`src/logic/pdwc_pkg.sv`:
```
package pdwc_pkg;

  // ********************************************************************
  // Device destination codes on the two select pins.
  // ********************************************************************
  localparam logic [1:0] DEST_LOW  = 2'h0;
  localparam logic [1:0] DEST_HIGH = 2'h1;
  localparam logic [1:0] DEST_RSVD = 2'h2;
  localparam logic [1:0] DEST_CTRL = 2'h3;

  // ********************************************************************
  // Device control byte fields.
  // ********************************************************************
  localparam int CTL_SPEED_BIT = 0;
  localparam int CTL_POWER_BIT = 1;
  localparam int CTL_LOAD_BIT  = 2;

  // ********************************************************************
  // Controller registers on the Wishbone side (byte addresses).
  // ********************************************************************
  localparam logic [3:0] REG_CODE   = 4'h0;
  localparam logic [3:0] REG_MODE   = 4'h4;
  localparam logic [3:0] REG_STATUS = 4'h8;
  localparam logic [3:0] REG_RAW    = 4'hC;

  localparam int MODE_SPEED_BIT = 0;
  localparam int MODE_POWER_BIT = 1;
  localparam int MODE_PIN_SPEED = 2;
  localparam int MODE_PIN_PWR_N = 3;
  localparam int MODE_PIN_LD_N  = 4;

  localparam int RAW_DEST_LSB = 8;
  localparam int RAW_GO_BIT   = 16;

  // ********************************************************************
  // Strobe timing at 200 MHz.
  // ********************************************************************
  localparam int CLK_PERIOD_NS   = 5;
  localparam int SETUP_NS        = 17;
  localparam int STROBE_HIGH_NS  = 10;
  localparam int SETUP_CYC       = (SETUP_NS + CLK_PERIOD_NS - 1) / CLK_PERIOD_NS;
  localparam int HIGH_CYC        = (STROBE_HIGH_NS + CLK_PERIOD_NS - 1) / CLK_PERIOD_NS;
  localparam logic [3:0] SETUP_CNT = 4'(SETUP_CYC);
  localparam logic [3:0] HIGH_CNT  = 4'(HIGH_CYC);

  typedef enum {
    PDWC_IDLE,
    PDWC_SETUP,
    PDWC_RISE,
    PDWC_GAP
  } pdwc_state_t;

  // Pins driven toward the converter.
  typedef struct packed {
    logic       chip_sel_n;
    logic       write_n;
    logic [1:0] dest;
    logic [7:0] data;
    logic       speed_select;
    logic       power_down_n;
    logic       load_strobe_n;
  } pdwc_pins_t;

endpackage

```
`src/logic/pdwc_ctrl.sv`:
```
// The implementer's own choice: the Wishbone interface to the registers.
module pdwc_ctrl (
  input  wire logic              clk,
  input  wire logic              rst,
  input  wire logic [3:0]        wb_adr_i,
  input  wire logic [31:0]       wb_dat_i,
  output logic      [31:0]       wb_dat_o,
  input  wire logic              wb_we_i,
  input  wire logic [3:0]        wb_sel_i,
  input  wire logic              wb_cyc_i,
  input  wire logic              wb_stb_i,
  output logic                   wb_ack_o,
  output pdwc_pkg::pdwc_pins_t   pins
);

  // ********************************************************************
  // State.
  // ********************************************************************
  typedef struct packed {
    pdwc_pkg::pdwc_state_t st;
    logic [3:0]            cnt;
    logic [1:0]            step;
    logic                  seq;
    logic [11:0]           code;
    logic [7:0]            raw_data;
    logic [1:0]            raw_dest;
    logic [4:0]            mode;
    logic [1:0]            cur_dest;
    logic [7:0]            cur_data;
    logic [11:0]           last_code;
    logic [31:0]           rdata;
    logic                  ack;
    logic                  strobe;
  } pdwc_reg_t;

  pdwc_reg_t s_r;
  pdwc_reg_t s_nxt;

  function automatic logic [7:0] ctl_byte(input logic speed, input logic power,
                                          input logic load);
    logic [7:0] b;
    b = 8'h00;
    b[pdwc_pkg::CTL_SPEED_BIT] = speed;
    b[pdwc_pkg::CTL_POWER_BIT] = power;
    b[pdwc_pkg::CTL_LOAD_BIT]  = load;
    return b;
  endfunction

  logic busy;
  logic wr_req;
  // Writes that arrive while a byte is on the pins are acked but dropped, so software
  // polls the busy flag; queueing them would need a buffer that nothing asks for.
  assign busy   = (s_r.st != pdwc_pkg::PDWC_IDLE);
  assign wr_req = wb_cyc_i && wb_stb_i && !s_r.ack;

  // ********************************************************************
  // Next state.
  // ********************************************************************
  always_comb begin
    s_nxt = s_r;
    s_nxt.ack = 1'b0;
    if (wr_req) begin
      s_nxt.ack = 1'b1;
      if (wb_we_i && !busy && wb_sel_i[0]) begin
        if (wb_adr_i == pdwc_pkg::REG_CODE) begin
          s_nxt.code = wb_dat_i[11:0];
          s_nxt.seq  = 1'b1;
          s_nxt.step = 2'h0;
          s_nxt.st   = pdwc_pkg::PDWC_SETUP;
          s_nxt.cnt  = 4'h0;
        end else if (wb_adr_i == pdwc_pkg::REG_MODE) begin
          s_nxt.mode = wb_dat_i[4:0];
        end else if (wb_adr_i == pdwc_pkg::REG_RAW && wb_dat_i[pdwc_pkg::RAW_GO_BIT]) begin
          s_nxt.raw_data = wb_dat_i[7:0];
          s_nxt.raw_dest = wb_dat_i[pdwc_pkg::RAW_DEST_LSB +: 2];
          s_nxt.seq      = 1'b0;
          s_nxt.st       = pdwc_pkg::PDWC_SETUP;
          s_nxt.cnt      = 4'h0;
        end
      end
      if (wb_adr_i == pdwc_pkg::REG_CODE) begin
        s_nxt.rdata = {20'h00000, s_r.code};
      end else if (wb_adr_i == pdwc_pkg::REG_MODE) begin
        s_nxt.rdata = {27'h0000000, s_r.mode};
      end else if (wb_adr_i == pdwc_pkg::REG_STATUS) begin
        s_nxt.rdata = {19'h00000, s_r.last_code, busy};
      end else begin
        s_nxt.rdata = 32'h00000000;
      end
    end
    case (s_r.st)
      pdwc_pkg::PDWC_IDLE: begin
      end
      pdwc_pkg::PDWC_SETUP: begin
        s_nxt.cnt = s_r.cnt + 4'h1;
        if (s_r.cnt == pdwc_pkg::SETUP_CNT) begin
          s_nxt.st = pdwc_pkg::PDWC_RISE;
        end
      end
      pdwc_pkg::PDWC_RISE: begin
        s_nxt.st  = pdwc_pkg::PDWC_GAP;
        s_nxt.cnt = 4'h0;
      end
      default: begin
        s_nxt.cnt = s_r.cnt + 4'h1;
        if (s_r.cnt == pdwc_pkg::HIGH_CNT) begin
          s_nxt.cnt = 4'h0;
          if (s_r.seq && s_r.step != 2'h3) begin
            s_nxt.step = s_r.step + 2'h1;
            s_nxt.st   = pdwc_pkg::PDWC_SETUP;
          end else begin
            if (s_r.seq) begin
              s_nxt.last_code = s_r.code;
            end
            s_nxt.seq = 1'b0;
            s_nxt.st  = pdwc_pkg::PDWC_IDLE;
          end
        end
      end
    endcase
    // Sequence: clear soft load, high byte, low byte, set soft load.
    // The byte follows the step being entered, so destination and data are settled
    // in the first cycle of the strobe; a one-cycle lag would show the previous
    // destination at the converter while the strobe is already low.
    if (s_nxt.seq) begin
      case (s_nxt.step)
        2'h0: begin
          s_nxt.cur_dest = pdwc_pkg::DEST_CTRL;
          s_nxt.cur_data = ctl_byte(s_nxt.mode[pdwc_pkg::MODE_SPEED_BIT],
                                    s_nxt.mode[pdwc_pkg::MODE_POWER_BIT], 1'b0);
        end
        2'h1: begin
          s_nxt.cur_dest = pdwc_pkg::DEST_HIGH;
          s_nxt.cur_data = {4'h0, s_nxt.code[11:8]};
        end
        2'h2: begin
          s_nxt.cur_dest = pdwc_pkg::DEST_LOW;
          s_nxt.cur_data = s_nxt.code[7:0];
        end
        default: begin
          s_nxt.cur_dest = pdwc_pkg::DEST_CTRL;
          s_nxt.cur_data = ctl_byte(s_nxt.mode[pdwc_pkg::MODE_SPEED_BIT],
                                    s_nxt.mode[pdwc_pkg::MODE_POWER_BIT], 1'b1);
        end
      endcase
    end else begin
      s_nxt.cur_dest = s_nxt.raw_dest;
      s_nxt.cur_data = s_nxt.raw_data;
    end
    // The strobe is a flop so that the capture edge on the pins cannot glitch.
    s_nxt.strobe = (s_nxt.st == pdwc_pkg::PDWC_SETUP);
  end

  always_ff @(posedge clk) begin
    if (rst) begin
      s_r <= '0;
    end else begin
      s_r <= s_nxt;
    end
  end

  // ********************************************************************
  // Outputs.
  // ********************************************************************
  assign wb_ack_o = s_r.ack;
  assign wb_dat_o = s_r.rdata;

  always_comb begin
    pins.chip_sel_n    = !s_r.strobe;
    pins.write_n       = !s_r.strobe;
    pins.dest          = s_r.cur_dest;
    pins.data          = s_r.cur_data;
    pins.speed_select  = s_r.mode[pdwc_pkg::MODE_PIN_SPEED];
    pins.power_down_n  = !s_r.mode[pdwc_pkg::MODE_PIN_PWR_N];
    pins.load_strobe_n = !s_r.mode[pdwc_pkg::MODE_PIN_LD_N];
  end

  a_strobe_rise: assert property (@(posedge clk) disable iff (rst)
    (s_r.st == pdwc_pkg::PDWC_SETUP) ##1 (s_r.st == pdwc_pkg::PDWC_RISE)
      |-> pins.write_n && $past(!pins.chip_sel_n))
    else $error("write strobe rose without chip select");
  a_no_reserved: assert property (@(posedge clk) disable iff (rst)
    s_r.seq && !pins.write_n |-> pins.dest != pdwc_pkg::DEST_RSVD)
    else $error("sequence used reserved destination");
  a_high_nibble: assert property (@(posedge clk) disable iff (rst)
    s_r.seq && !pins.write_n && pins.dest == pdwc_pkg::DEST_HIGH |-> pins.data[7:4] == 4'h0)
    else $error("upper nibble not zero");
  a_load_last: assert property (@(posedge clk) disable iff (rst)
    s_r.seq && s_r.step == 2'h3 && !pins.write_n |-> pins.data[pdwc_pkg::CTL_LOAD_BIT])
    else $error("final control byte lacks load");
  a_load_first: assert property (@(posedge clk) disable iff (rst)
    s_r.seq && s_r.step == 2'h0 && !pins.write_n |-> !pins.data[pdwc_pkg::CTL_LOAD_BIT])
    else $error("first control byte sets load");
  a_ack_pulse: assert property (@(posedge clk) disable iff (rst)
    wb_ack_o |=> !wb_ack_o)
    else $error("ack longer than one cycle");
  a_data_stable: assert property (@(posedge clk) disable iff (rst)
    (s_r.st == pdwc_pkg::PDWC_RISE) |-> $stable(pins.data) && $stable(pins.dest))
    else $error("data changed at strobe edge");
  a_ctrl_upper: assert property (@(posedge clk) disable iff (rst)
    s_r.seq && pins.dest == pdwc_pkg::DEST_CTRL && !pins.write_n |-> pins.data[7:3] == 5'h00)
    else $error("control byte upper bits set");

endmodule // pdwc_ctrl

```
`config.mk`:
```
export PLATFORM = sky130hd
export DESIGN_NAME = pdwc_ctrl
export DESIGN_NICKNAME = d
export VERILOG_FILES = /design/src/logic/pdwc_pkg.sv /design/src/logic/pdwc_ctrl.sv
export SDC_FILE = /design/constraint.sdc
export NUM_CORES = 1
export LEC_CHECK = 0
export BUFFER_PORTS_ARGS = -buffer_cell sky130_fd_sc_hd__buf_2
export CAP_MARGIN = 20
export CORE_ASPECT_RATIO = 1.25
export CORE_MARGIN = 4
export CORE_UTILIZATION = 54
export DETAILED_ROUTE_END_ITERATION = 6
export PLACE_DENSITY = 0.79
export SYNTH_ARGS = -nofsm -noshare
export SYNTH_HDL_FRONTEND = slang
export SYNTH_SLANG_ARGS = --single-unit
```
`constraint.sdc`:
```
create_clock -name clk -period 3.6 [get_ports clk]
set_input_delay 0.36 -clock clk [delete_from_list [all_inputs] [get_ports clk]]
set_output_delay 0.36 -clock clk [all_outputs]
set_load 0.01 [all_outputs]
```
Word-level counts from Yosys, hierarchy flattened
Index checks and enable logic that the tools add are counted.
{"block": "word_totals", "register_bits": 103, "output_inout_bits": 48}
{"block": "classes", "n_addsub": 2, "eq_ne": 15, "muxes": 27, "bitwise": 3, "reduce_logical": 19}
{"cell": "66-bit 2-to-1 mux", "count": 2}
{"cell": "36-bit 2-to-1 mux", "count": 3}
{"cell": "36-bit case mux with 3 select lines", "count": 1}
{"cell": "32-bit by 2-bit equality test with 1-bit output (second input constant)", "count": 2}
{"cell": "13-bit 2-to-1 mux", "count": 3}
{"cell": "39-bit 2-to-1 mux", "count": 1}
{"cell": "32-bit by 1-bit equality test with 1-bit output (second input constant)", "count": 1}
{"cell": "32-bit zero test", "count": 1}
{"cell": "32-bit 2-to-1 mux", "count": 1}
{"cell": "32-bit nonzero test", "count": 1}
{"cell": "10-bit 2-to-1 mux", "count": 3}
{"cell": "10-bit case mux with 3 select lines", "count": 1}
{"cell": "15-bit 2-to-1 mux", "count": 1}
{"cell": "12-bit 2-to-1 mux", "count": 1}
{"cell": "4-bit AND reduction", "count": 3}
{"cell": "4-bit by 3-bit equality test with 1-bit output (second input constant)", "count": 2}
{"cell": "4-bit equality test (second input constant)", "count": 2}
{"cell": "1-bit logical AND", "count": 6}
{"cell": "1-bit 2-to-1 mux", "count": 6}
{"cell": "2-bit inequality test (second input constant)", "count": 3}
{"cell": "3-bit inequality test (second input constant)", "count": 2}
{"cell": "1-bit zero test", "count": 5}
{"cell": "5-bit 2-to-1 mux", "count": 1}
{"cell": "4-bit by 1-bit adder with 4-bit output (second input constant)", "count": 1}
{"cell": "10 further kinds", "count": 13}

Depth between registers and ports, before layout
Gate-level depths: netlist of run 1.
{"block": "depth", "depth_word": 13, "mapped_depth": 12}

Least setup slack after synthesis of run 1
OpenSTA, ideal clock, no wires.
{"block": "synth_timing", "kind": "input to register", "from": "in wb_adr_i[3]", "to": "reg s_r, in the netlist pins[7]", "setup_time_ps": 60, "arrival_ps": 2868, "required_time_ps": 3540, "path_slack_ps": 672, "path_stages": 12, "cell_sequence": "buf_2 nand4bb_1 or4_4 nor4_4 buf_6 nor2b_1 mux2i_1 inv_1 ha_1 nand2b_1 nor4_2 a22o_1"}
{"element": "from (decl)", "line_no": "pdwc_ctrl.sv:5", "source": "input wire logic [3:0] wb_adr_i,"}
{"element": "to (signal assigned)", "line_no": "pdwc_ctrl.sv:158", "source": "s_r <= s_nxt;"}
{"element": "to (decl)", "line_no": "pdwc_ctrl.sv:36", "source": "pdwc_reg_t s_r;"}

==> results.md, run 1 <==
- The combinational fraction of design power is 0.035.
- Dividing the detail-routed via count by the number of cells gives 5.51.
- The CTS clock-pin slew for the worst setup and hold paths is 0.10 ns.
- The length of the first detailed-routing pass in iterations is 5.
- The count of unresolved DRC violations after routing is 0.
- The most common cell after layout, fill and taps aside is sky130_fd_sc_hd__dfxtp_1.
- The final cell utilization of the core is 0.603.
- The initial utilization of the core area, before any placement, comes to 0.564.
- The number of port buffers is 51.
- The flow ran to the end, and the final reports show no timing, DRC or antenna violations.
- The hold path startpoint is wb_dat_i[3].
- The gate family responsible for the most delay along the worst path is simple AND/OR/NAND/NOR gates.
- The floorplan step set the die width to 89.4 um.
- The slowest stage of the critical path is the sky130_fd_sc_hd__nor4_1 cell.
- The non-filler instance count after layout is 576.
- The number of buffers and inverters on the critical path is 2.
- Dividing the detail-routed wire length by the instance count gives 15.4 um.
- The number of hold buffers added after CTS is 0.
- The number of synthesized register bits is 103.
- The total congestion overflow after global routing is 0.
- The average cell area after synthesis is 9.97 um2.
- The tree built by TritonCTS fans out to 103 sinks.
- The worst hold path belongs to the class primary input to register.
- Counting tap cells, the placed design contains a total of 560 instances.
- Dividing the final minimum period by the clock period gives 0.875.
- Detailed placement finished with a half-perimeter wire length of 6480 um.
- The internal power component is 1.49 mW.
- Measured along the y axis, the die boundary spans 110 um.
- Counting instances, the worst hold path has a depth of 3.
- The critical path launch point type is a register.
- The clock skew after layout is 0.00911 ns.
- Power comes to 1.95 mW.
- The routed layout has 3,172 vias.
- In this run the remaining antenna-violating nets after routing total 0.
- In this run, synthesis inferred 0 flip-flops with an integrated enable.
- The global routing usage summed across all routing layers is 0.190.
- The via count of the first global-routing pass came to 3,103.
- Dividing total power by cell area gives a power density of 408 nW/um2.
- The number of hold violations in the final report is 0.
- For this run, the top clock speed supported by timing is 0.318 GHz.
- The kind of critical path is register to register.
- Of the cells placed in the final design, the portion with a size suffix greater than 1 is 0.218.
- TritonCTS built the clock tree.
- The post-CTS resize count is 0.
- The wire length of the first global-routing pass is 14,500 um.
- The routed design has 8870 um of wire.
- The area added between synthesis and finish is 6.77%.
- The total of endpoints with negative setup slack in the final report is 0.
- For hold timing, the worst endpoint is s_r[59].
- Across all register-to-register paths, the minimum setup slack is 0.45 ns.
- The final design instance area without fill is 4780 um2.
- The core outline area is 7930 um2.
- The clock reaches the later pin of the worst-skew pair after 0.37 ns.
- For this design the top-level I/O count stands at 93.
- The cell area that synthesis handed to floorplanning was 4470 um2.
- The net switching share of the total power is 0.236.
- The share of total power dissipated in sequential elements is 0.585.
- The endpoint identified for the worst register-to-register timing path is pins[8].
- VDD sags by at most 308 uV.
- The startpoint of the worst register-to-register path is s_r[93].
- STA classifies the critical path endpoint as a register.
- Clock tree synthesis selected as its root buffer the cell sky130_fd_sc_hd__clkbuf_8.
- The post-synthesis cell count is 449.
- The max capacitance violation total is 0.
- The total number of H-tree levels is 3.
- The worst-margin pin slew is 1.03 ns.
- The library cells used most frequently in the layout, excluding fill and tap cells, are 103 x sky130_fd_sc_hd__dfxtp_1, 65 x sky130_fd_sc_hd__nor2_1, 51 x sky130_fd_sc_hd__buf_2, 38 x sky130_fd_sc_hd__mux2i_1, 35 x sky130_fd_sc_hd__and2_1.
- The reported net switching power is 0.460 mW.
- During synthesis, Yosys emitted a total of 0 warnings.
- The post-CTS setup repair buffer count is 0.
- The post-placement cell area is 4570 um2.
- The most used flip-flop cell after synthesis is sky130_fd_sc_hd__dfxtp_1.
- The share of async-settable or async-resettable flops after synthesis is 0.
- The share of total power dissipated in the clock network is 0.379.
- The share of the Yosys chip area taken by registers is 0.461.
- The aggregate negative setup slack is 0 ns.
- The number of buffers on the longest clock path is 2.
- The floorplan has 36 rows.
- Traced cell by cell, the critical path runs through nor4_1, nand4_1, nor3_1, buf_4, a21oi_1, mux2i_1, inv_1, ha_1, nand2b_1, nor4_2, a22o_1.
- The endpoint arrival time on the critical path is 3.47 ns.
- The clock period minus final worst setup slack is 3.15 ns.
- Measured in cells, the most critical reg-to-reg path has a length of 11.
- Entering global routing, the biggest net connects 39 pins.
- The standby leakage power is 2.05 nW.
- Routability-driven placement finished with a final weighted congestion of 0.873.
- For the worst setup path, the data required time is 3.92 ns.
- In this run the worst path has a maximum fanout of 6.
- The number of antenna violations at the first check in global routing is 0.
- The netlist uses 56 different library cells.
- The final-report max-slew violation count came to 0.
- The floorplan step defined a die boundary enclosing 9820 um2.
- The number of clock buffers added by TritonCTS is 9.
- The repair_antennas step left the layout with diodes totalling 0.
- Headroom to the max-slew limit came out at 0.313.
- Setup repair after global routing left no endpoint under its margin.
- The detailed router finished its first iteration with 205 violations.
- For this run, the slowest stage of the critical path takes 0.42 ns.
- The final net count is 529.
==> logic make-up after synthesis <==
logic type	count (synthesis)	share of synthesized area
adder cells (fa/ha/maj)	8	0.0224
flip-flops	103	0.461
buffers and inverters	71	0.0998
XOR/XNOR	3	0.00587
other	1	0.000838
AND/OR/NAND/NOR	161	0.202
multiplexers	51	0.118
AO/OA/AOI/OAI	51	0.0900
==> worst max-delay path by stage <==
stage                startpoint      end  cells past startpoint
CTS                     s_r[93]  pins[8]                     11
global placement       wb_stb_i  pins[9]                     11
floorplan           wb_adr_i[3]  pins[7]                     12
detailed placement     wb_stb_i  pins[8]                     11
global route            s_r[93]  pins[8]                     11
finish                  s_r[93]  pins[8]                     11
==> area by class of cell <==
class | count | area [um2]
repair buffers | 59 | 315
multi-input cells | 293 | 2040
inverters | 10 | 37.5
flip-flops and latches | 103 | 2060
fillers | 665 | 3150
well taps | 95 | 119
clock buffers | 9 | 124
clock inverters | 7 | 80.1
==> state kept, by name (all words and copies together), names as in the netlist <==
register	count
s_r	78
pins	11
wb_dat_o	13
wb_ack_o	1
==> worst register-to-register path: stages (launching register included) <==
cell                       delay (ns)
sky130_fd_sc_hd__dfxtp_1         0.32
sky130_fd_sc_hd__nor4_1          0.42
sky130_fd_sc_hd__nand4_1         0.33
sky130_fd_sc_hd__nor3_1          0.22
sky130_fd_sc_hd__buf_4           0.16
sky130_fd_sc_hd__a21oi_1         0.10
sky130_fd_sc_hd__mux2i_1         0.33
sky130_fd_sc_hd__inv_1           0.11
sky130_fd_sc_hd__ha_1            0.25
sky130_fd_sc_hd__nand2b_1        0.21
sky130_fd_sc_hd__nor4_2          0.41
sky130_fd_sc_hd__a22o_1          0.23
==> per-stage QoR <==
step / setup slack, ns / hold WS [ns]
3_5_place_dp: 0.449 / 0.444
3_3_place_gp: 0.492 / 0.442
6_report: 0.452 / 0.266
4_1_cts: 0.424 / 0.261
2_1_floorplan: 0.672 / 0.430
5_1_grt: 0.0912 / 0.258
==> metal layers <==
layer  vias to the layer above  GRT usage  part of all wire
met1                      1530      0.225              0.42
met4                         0     0.0670             0.018
li1                       1549          -                 -
met5                         -          0                 0
met3                        14     0.0420             0.055
met2                        79      0.335              0.51
==> synthesized netlist by cell type (3+ instances only) <==
master	instances	area (um2)
sky130_fd_sc_hd__ha_1	8	100
sky130_fd_sc_hd__inv_1	10	37.5
sky130_fd_sc_hd__nand2b_1	4	25.0
sky130_fd_sc_hd__clkbuf_1	10	37.5
sky130_fd_sc_hd__a22oi_1	8	60.1
sky130_fd_sc_hd__nor4_1	10	62.6
sky130_fd_sc_hd__nand2_1	10	37.5
sky130_fd_sc_hd__nor2b_1	3	18.8
sky130_fd_sc_hd__xnor2_1	3	26.3
sky130_fd_sc_hd__o21ai_0	6	30.0
sky130_fd_sc_hd__mux2i_1	38	380
sky130_fd_sc_hd__a22o_1	5	43.8
sky130_fd_sc_hd__a21oi_1	8	40.0
sky130_fd_sc_hd__nand4_1	4	25.0
sky130_fd_sc_hd__mux2_2	13	146
sky130_fd_sc_hd__buf_2	3	15.0
sky130_fd_sc_hd__and2_1	35	219
sky130_fd_sc_hd__a222oi_1	5	50.1
sky130_fd_sc_hd__buf_4	45	338
sky130_fd_sc_hd__nand3_1	4	20.0
sky130_fd_sc_hd__nor3_1	4	20.0
sky130_fd_sc_hd__nor2_1	65	244
sky130_fd_sc_hd__dfxtp_1	103	2060
==> power groups by stage <==
stage | clock (mW) | combinational, mW | sequential [mW]
after floorplan | 0 | 0.0568 | 1.17
after global placement | 0 | 0.0675 | 1.17
after global routing | 0.804 | 0.0766 | 1.14
after CTS | 0.755 | 0.0688 | 1.14
final | 0.740 | 0.0691 | 1.14
after detailed placement | 0 | 0.0684 | 1.17
Power figures use the tool's default switching activity.
==> run 2: changes to the inputs <==
CORE_ASPECT_RATIO = default   (was 1.25)
==> run 2 against run 1 <==
Against the previous run:
- clock power is 2% lower
- final cell count is 0.87% higher
- via count is 0.85% lower
- power is 0.58% lower
- flip-flop and latch count stayed put
- final area stayed put
- combinational power is 1% higher
- wire length is 0.42% higher
- clock-buffer cell count is 2 higher
- global-route usage is 0.40 points lower
- critical path type unchanged
- largest power group unchanged
- highest routed layer unchanged
==> results.md, run 2 (synthesis gave the netlist of run 1 again) <==
- Status: finished, final reports clean (unchanged).
- The total congestion overflow after global routing was 0 (unchanged).
- The headroom to the max-slew limit is 0.403 (was 0.313).
- The vertical extent of the die is 99.0 um (was 110 um).
- The share of the cycle needed by the critical path after routing is 0.866 (was 0.875).
- The startpoint of the worst register-to-register path was s_r[93] (unchanged).
- The effective utilization at floorplan came to 0.567 (was 0.564).
- The kind of critical path is register to register (unchanged).
- The count of cells along the worst register-to-register path is 10 (was 11).
- The number of hold buffers added after CTS was 0 (unchanged).
- Ordered list of cells on the worst path: nor4_1, nand4_1, nor3_2, a21oi_1, mux2i_1, inv_1, ha_1, nand2b_1, nor4_4, a22o_1 (was nor4_1, nand4_1, nor3_1, buf_4, a21oi_1, mux2i_1, inv_1, ha_1, nand2b_1, nor4_2, a22o_1).
- The post-CTS setup repair buffer count is 0 (unchanged).
- The largest net degree at the start of global routing is 50 (was 39).
- The final net count was 527 (was 529).
- The root cell of the clock tree is sky130_fd_sc_hd__clkbuf_8 (unchanged).
- The highest cell delay on the worst timing path is 0.43 ns (was 0.42 ns).
- The flip-flop count of the largest register, all copies and words added is 78 (unchanged).
- The count of unresolved DRC violations after routing is 0 (unchanged).
- The via-per-instance ratio is 5.41 (was 5.51).
- The number of sinks on the clock net is 103 (unchanged).
- The clock latency reported for the late side of the worst-skew pair was 0.37 ns (about the same).
- The critical path launch point type is a register (unchanged).
- The routed via count is 3,145 (was 3,172).
- The number of antenna violations at the first check in global routing was 0 (unchanged).
- The final worst slack is 0.483 ns (was 0.452 ns).
- The aggregate negative setup slack is 0 ns (unchanged).
- The area added between synthesis and finish was 6.77% (unchanged).
- The endpoint with the worst hold slack was s_r[81] (was s_r[59]).
- The total number of H-tree levels is 3 (unchanged).
- The antenna cell count is 0 (unchanged).
- The total CTS buffers is 9 (unchanged).
- The setup slack at placement is 0.210 ns (was 0.449 ns).
- The CTS clock-pin slew for the worst setup and hold paths is 0.10 ns (about the same).
- The number of stages on the worst hold path is 3 (unchanged).
- The endpoint arrival time on the critical path is 3.43 ns (was 3.47 ns).
- The total power divided by cell area came to 406 nW/um2 (was 408 nW/um2).
- The routed length per instance is 15.3 um (was 15.4 um).
- The total of endpoints with negative setup slack in the final report was 0 (unchanged).
- The global routing usage summed across all routing layers was 0.186 (was 0.190).
- The detailed placement HPWL is 6350 um (was 6480 um).
- The number of DRC markers after the initial detailed-route iteration is 210 (was 205).
- The proportion of layout cells with a drive suffix above 1 is 0.213 (was 0.218).
- The critical path capture point type is a register (unchanged).
- The max capacitance violation total is 0 (unchanged).
- The worst reg2reg path endpoint is pins[9] (was pins[8]).
- The setup slack on the worst flop-to-flop path is 0.48 ns (was 0.45 ns).
- The number of instances in the placed design is 565 (was 560).
- The worst-margin pin slew was 0.892 ns (was 1.03 ns).
- The total length of routed wires is 8910 um (was 8870 um).
- The highest fanout seen on the critical path was 6 (unchanged).
- The clock skew after layout was 0.0133 ns (was 0.00911 ns).
- The weighted congestion at the end of routability-driven global placement is 0.891 (was 0.873).
- The data required time of the critical path is 3.91 ns (was 3.92 ns).
- The die boundary width is 99.0 um (was 89.4 um).
- The via count of the first global-routing pass is 2,997 (was 3,103).
- The maximum clock rate is 0.321 GHz (was 0.318 GHz).
- The final cell utilization of the core came to 0.606 (was 0.603).
- The hold path startpoint is wb_dat_i[10] (was wb_dat_i[3]).
- The number of standard-cell rows in the floorplan is 32 (was 36).
- The number of port buffers was 51 (unchanged).
- The peak supply drop is 183 uV (was 308 uV).
- The standby leakage power is 2.03 nW (was 2.05 nW).
- Most frequent cells in the layout: 103 x sky130_fd_sc_hd__dfxtp_1, 65 x sky130_fd_sc_hd__nor2_1, 51 x sky130_fd_sc_hd__buf_2, 38 x sky130_fd_sc_hd__mux2i_1, 35 x sky130_fd_sc_hd__and2_1 (unchanged).
- The die footprint is 9810 um2 (was 9820 um2).
- The number of hold violations in the final report was 0 (unchanged).
- The number of nets with antenna violations after detailed routing was 0 (unchanged).
- The clock period minus final worst setup slack is 3.12 ns (was 3.15 ns).
- The number of buffers on the longest clock path is 2 (unchanged).
- The most common cell after layout, fill and taps aside is sky130_fd_sc_hd__dfxtp_1 (unchanged).
- The final-report max-slew violation count came to 0 (unchanged).
- The total chip power is 1.94 mW (was 1.95 mW).
- The non-filler instance count after layout was 581 (was 576).
- Unrepaired setup endpoints after global routing: no (unchanged).
- The number of I/O pins is 93 (unchanged).
- The TritonCTS clock tree was done (unchanged).
- The register with the highest flop count is s_r (unchanged).
- The cell with the largest stage delay on the worst path was sky130_fd_sc_hd__nor4_1 (unchanged).
- The wire length of the first global-routing pass came to 14,700 um (was 14,500 um).
- The length of the first detailed-routing pass in iterations is 5 (unchanged).
- The worst hold-check path type is primary input to register (unchanged).
- The core outline area is 7890 um2 (was 7930 um2).
run 2: report_power, final:
part	internal, mW	total [mW]	switching, mW
Clock	0.330	0.728	0.398
Combinational	0.0208	0.0699	0.0491
Sequential	1.14	1.14	0.00128
Total	1.49	1.94	0.448
run 2: area by class of cell:
type	count	area (um2)
Clock inverter	5	65.1
Tap cell	102	128
Multi-Input combinational cell	293	2050
Timing Repair Buffer	57	300
Clock buffer	11	131
Sequential cell	103	2060
Fill cell	670	3110
Inverter	10	37.5
run 2: worst max-delay path by stage:
| stage | start | to | depth (start not counted) |
|---|---|---|---|
| floorplan | wb_adr_i[3] | pins[7] | 12 |
| global placement | s_r[93] | pins[7] | 10 |
| detailed placement | s_r[93] | pins[9] | 10 |
| CTS | s_r[93] | pins[9] | 10 |
| global route | s_r[93] | pins[9] | 10 |
| finish | s_r[93] | pins[9] | 10 |
run 2: timing repair:
item,in CTS,in global routing
resized for setup,0,2
endpoints found under the hold margin,0,0
setup endpoints to repair,0,4
run 2: worst max-delay path: cells and delay by family (launching register included):
| kind | cells | cell delay [ns] |
|---|---|---|
| buf+inv | 1 | 0.12 |
| mux | 1 | 0.34 |
| simple gates | 5 | 1.63 |
| fa+ha+maj | 1 | 0.24 |
| flops | 1 | 0.32 |
| compound gates | 2 | 0.41 |
run 2: through the flow:
stage,hold WS (ns),instance area [um2]
final,0.260,4780
after global routing,0.283,4780
after CTS,0.250,4760
after detailed placement,0.444,4570
after global placement,0.442,4570
after floorplan,0.430,4540
run 2: layer usage:
| layer | vias to the layer above | track usage | wire length, um |
|---|---|---|---|
| met5 | - | 0 | 0 |
| met4 | 0 | 0.0746 | 141 |
| met3 | 12 | 0.0432 | 587 |
| met2 | 108 | 0.279 | 3900 |
| met1 | 1478 | 0.259 | 4280 |
| li1 | 1547 | - | - |
==> run 3: changes to the inputs <==
CORE_UTILIZATION = 59   (was 54)
PLACE_DENSITY = 0.85   (was 0.79)
clock period = 3.7 ns   (was 3.6 ns; I/O delays follow)
==> run 3 against run 2 <==
Against the previous run:
- clock-buffer cell count is 2 lower
- largest power group unchanged
- final cell count is 0.52% lower
- critical path type unchanged
- clock skew grew 0.0032 ns
- combinational power is 4.4% lower
==> results.md, run 3 (synthesis gave the netlist of run 1 again) <==
- The cell with the largest stage delay on the worst path is sky130_fd_sc_hd__nor4_1 (unchanged).
- The count of cells along the worst register-to-register path is 10 (unchanged).
- The weighted congestion at the end of routability-driven global placement is 0.816 (was 0.891).
- The TritonCTS clock tree is done (unchanged).
- The clock period minus final worst setup slack was 3.07 ns (was 3.12 ns).
- The worst-margin pin slew came to 0.974 ns (was 0.892 ns).
- The total congestion overflow after global routing is 0 (unchanged).
- The setup slack on the worst flop-to-flop path was 0.63 ns (was 0.48 ns).
- The share of the cycle needed by the critical path after routing is 0.829 (was 0.866).
- The peak supply drop was 284 uV (was 183 uV).
- The total length of routed wires is 8820 um (was 8910 um).
- The startpoint of the worst register-to-register path is s_r[93] (unchanged).
- The total CTS buffers was 9 (unchanged).
- The core outline area is 7330 um2 (was 7890 um2).
- The root cell of the clock tree was sky130_fd_sc_hd__clkbuf_8 (unchanged).
- The post-placement cell area was 4560 um2 (was 4570 um2).
- The number of port buffers is 51 (unchanged).
- The number of sinks on the clock net was 103 (unchanged).
- The final worst hold slack came to 0.277 ns (was 0.260 ns).
- The worst reg2reg path endpoint is pins[9] (unchanged).
- The number of antenna violations at the first check in global routing was 1 (was 0).
- The highest fanout seen on the critical path came to 5 (was 6).
- The length of the first detailed-routing pass in iterations came to 5 (unchanged).
- The highest cell delay on the worst timing path is 0.41 ns (was 0.43 ns).
- The number of buffers on the longest clock path was 2 (unchanged).
- The number of instances in the placed design was 561 (was 565).
- The vertical extent of the die is 95.1 um (was 99.0 um).
- The number of I/O pins is 93 (unchanged).
- The maximum clock rate was 0.326 GHz (was 0.321 GHz).
- The final cell utilization of the core is 0.647 (was 0.606).
- The most common cell after layout, fill and taps aside is sky130_fd_sc_hd__dfxtp_1 (unchanged).
- The detailed placement HPWL is 6340 um (was 6350 um).
- Most frequent cells in the layout: 103 x sky130_fd_sc_hd__dfxtp_1, 65 x sky130_fd_sc_hd__nor2_1, 51 x sky130_fd_sc_hd__buf_2, 38 x sky130_fd_sc_hd__mux2i_1, 35 x sky130_fd_sc_hd__and2_1 (unchanged).
- The wire length of the first global-routing pass is 14,800 um (was 14,700 um).
- The capture point of the worst path is pins[9] (unchanged).
- The total chip power came to 1.84 mW (was 1.94 mW).
- The area added between synthesis and finish is 6.04% (was 6.77%).
- The final-report max-slew violation count is 0 (unchanged).
- The net switching share of the total power is 0.246 (was 0.231).
- The total power divided by cell area is 388 nW/um2 (was 406 nW/um2).
- The headroom to the max-slew limit is 0.351 (was 0.403).
- The start point of the critical path is s_r[93] (unchanged).
- The total of endpoints with negative setup slack in the final report is 0 (unchanged).
- The critical path capture point type is a register (unchanged).
- The number of standard-cell rows in the floorplan is 31 (was 32).
- The via-per-instance ratio came to 5.48 (was 5.41).
- The CTS clock-pin slew for the worst setup and hold paths is 0.10 ns (about the same).
- The via count of the first global-routing pass is 3,048 (was 2,997).
- The reported net switching power is 0.453 mW (was 0.448 mW).
- The number of hold violations in the final report was 0 (unchanged).
- The final worst slack is 0.633 ns (was 0.483 ns).
- The effective utilization at floorplan is 0.610 (was 0.567).
- The hold path startpoint is wb_dat_i[10] (unchanged).
- The sequential share of power is 0.604 (was 0.589).
- The gate family responsible for the most delay along the worst path is simple AND/OR/NAND/NOR gates (unchanged).
- The number of DRC markers after the initial detailed-route iteration came to 241 (was 210).
- The data required time of the critical path was 4.01 ns (was 3.91 ns).
- The post-CTS setup repair buffer count is 0 (unchanged).
- The number of hold buffers added after CTS is 0 (unchanged).
- Status: finished, final reports clean (unchanged).
- The non-filler instance count after layout is 578 (was 581).
- The final design instance area without fill was 4740 um2 (was 4780 um2).
- The combinational fraction of design power came to 0.036 (about the same).
- The clock latency reported for the late side of the worst-skew pair was 0.37 ns (about the same).
- The register with the highest flop count is s_r (unchanged).
- Unrepaired setup endpoints after global routing: no (unchanged).
- The count of unresolved DRC violations after routing is 0 (unchanged).
- The setup slack at placement was 0.556 ns (was 0.210 ns).
- The routed length per instance is 15.3 um (about the same).
- The clock skew after layout was 0.0166 ns (was 0.0133 ns).
- The endpoint arrival time on the critical path came to 3.38 ns (was 3.43 ns).
- Ordered list of cells on the worst path: nor4_1, nand4_1, nor3_1, a21oi_1, mux2i_1, inv_1, ha_1, nand2b_1, nor4_2, a22o_1 (was nor4_1, nand4_1, nor3_2, a21oi_1, mux2i_1, inv_1, ha_1, nand2b_1, nor4_4, a22o_1).
- The max capacitance violation total is 0 (unchanged).
- The aggregate negative setup slack is 0 ns (unchanged).
- The clock group share of total power is 0.360 (was 0.375).
- The flip-flop count of the largest register, all copies and words added came to 78 (unchanged).
- The count of cell instances traversed by the critical path was 10 (unchanged).
- The global routing usage summed across all routing layers is 0.207 (was 0.186).
- The largest net degree at the start of global routing is 32 (was 50).
- The critical path launch point type was a register (unchanged).
- The die footprint is 9040 um2 (was 9810 um2).
- The internal power component came to 1.39 mW (was 1.49 mW).
- The post-CTS resize count is 0 (unchanged).
- The standby leakage power is 2.02 nW (was 2.03 nW).
- The number of buffers and inverters on the critical path was 1 (unchanged).
- The total number of H-tree levels is 3 (unchanged).
- The proportion of layout cells with a drive suffix above 1 came to 0.213 (about the same).
- The number of nets with antenna violations after detailed routing is 0 (unchanged).
- The die boundary width is 95.1 um (was 99.0 um).
- The kind of critical path is register to register (unchanged).
- The routed via count is 3,167 (was 3,145).
- The final net count is 526 (was 527).
- The worst hold-check path type is primary input to register (unchanged).
-- run 3: routing by layer --
layer,track usage,vias to the layer above,wire [um]
met3,0.0489,15,610
met1,0.293,1485,4090
li1,-,1555,-
met2,0.310,112,3980
met4,0.0721,0,139
met5,0,-,0
-- run 3: cell type report --
type	instances	area (um2)
Timing Repair Buffer	56	293
Tap cell	99	124
Fill cell	574	2590
Clock buffer	9	124
Sequential cell	103	2060
Inverter	10	37.5
Clock inverter	7	62.6
Antenna cell	1	2.50
Multi-Input combinational cell	293	2040
-- run 3: worst register-to-register path, stage by stage, from the launching register on --
cell and delay [ns]:
sky130_fd_sc_hd__dfxtp_1 0.32, sky130_fd_sc_hd__nor4_1 0.41, sky130_fd_sc_hd__nand4_1 0.30, sky130_fd_sc_hd__nor3_1 0.26
sky130_fd_sc_hd__a21oi_1 0.17, sky130_fd_sc_hd__mux2i_1 0.36, sky130_fd_sc_hd__inv_1 0.13, sky130_fd_sc_hd__ha_1 0.25
sky130_fd_sc_hd__nand2b_1 0.21, sky130_fd_sc_hd__nor4_2 0.40, sky130_fd_sc_hd__a22o_1 0.23
-- run 3: worst min-delay path by stage --
stage | endpoint | slack (ns) | cells after the start
6_report | s_r[81] | 0.28 | 3
5_1_grt | s_r[60] | 0.28 | 3
4_1_cts | s_r[81] | 0.27 | 3
3_5_place_dp | s_r[112] | 0.45 | 1
3_3_place_gp | s_r[97] | 0.44 | 1
2_1_floorplan | s_r[101] | 0.43 | 1
-- run 3: power groups by stage --
stage | clock, mW | combinational (mW) | sequential [mW]
2_1_floorplan | 0 | 0.0553 | 1.14
4_1_cts | 0.676 | 0.0664 | 1.11
5_1_grt | 0.722 | 0.0747 | 1.11
3_3_place_gp | 0 | 0.0645 | 1.14
6_report | 0.662 | 0.0668 | 1.11
3_5_place_dp | 0 | 0.0660 | 1.14
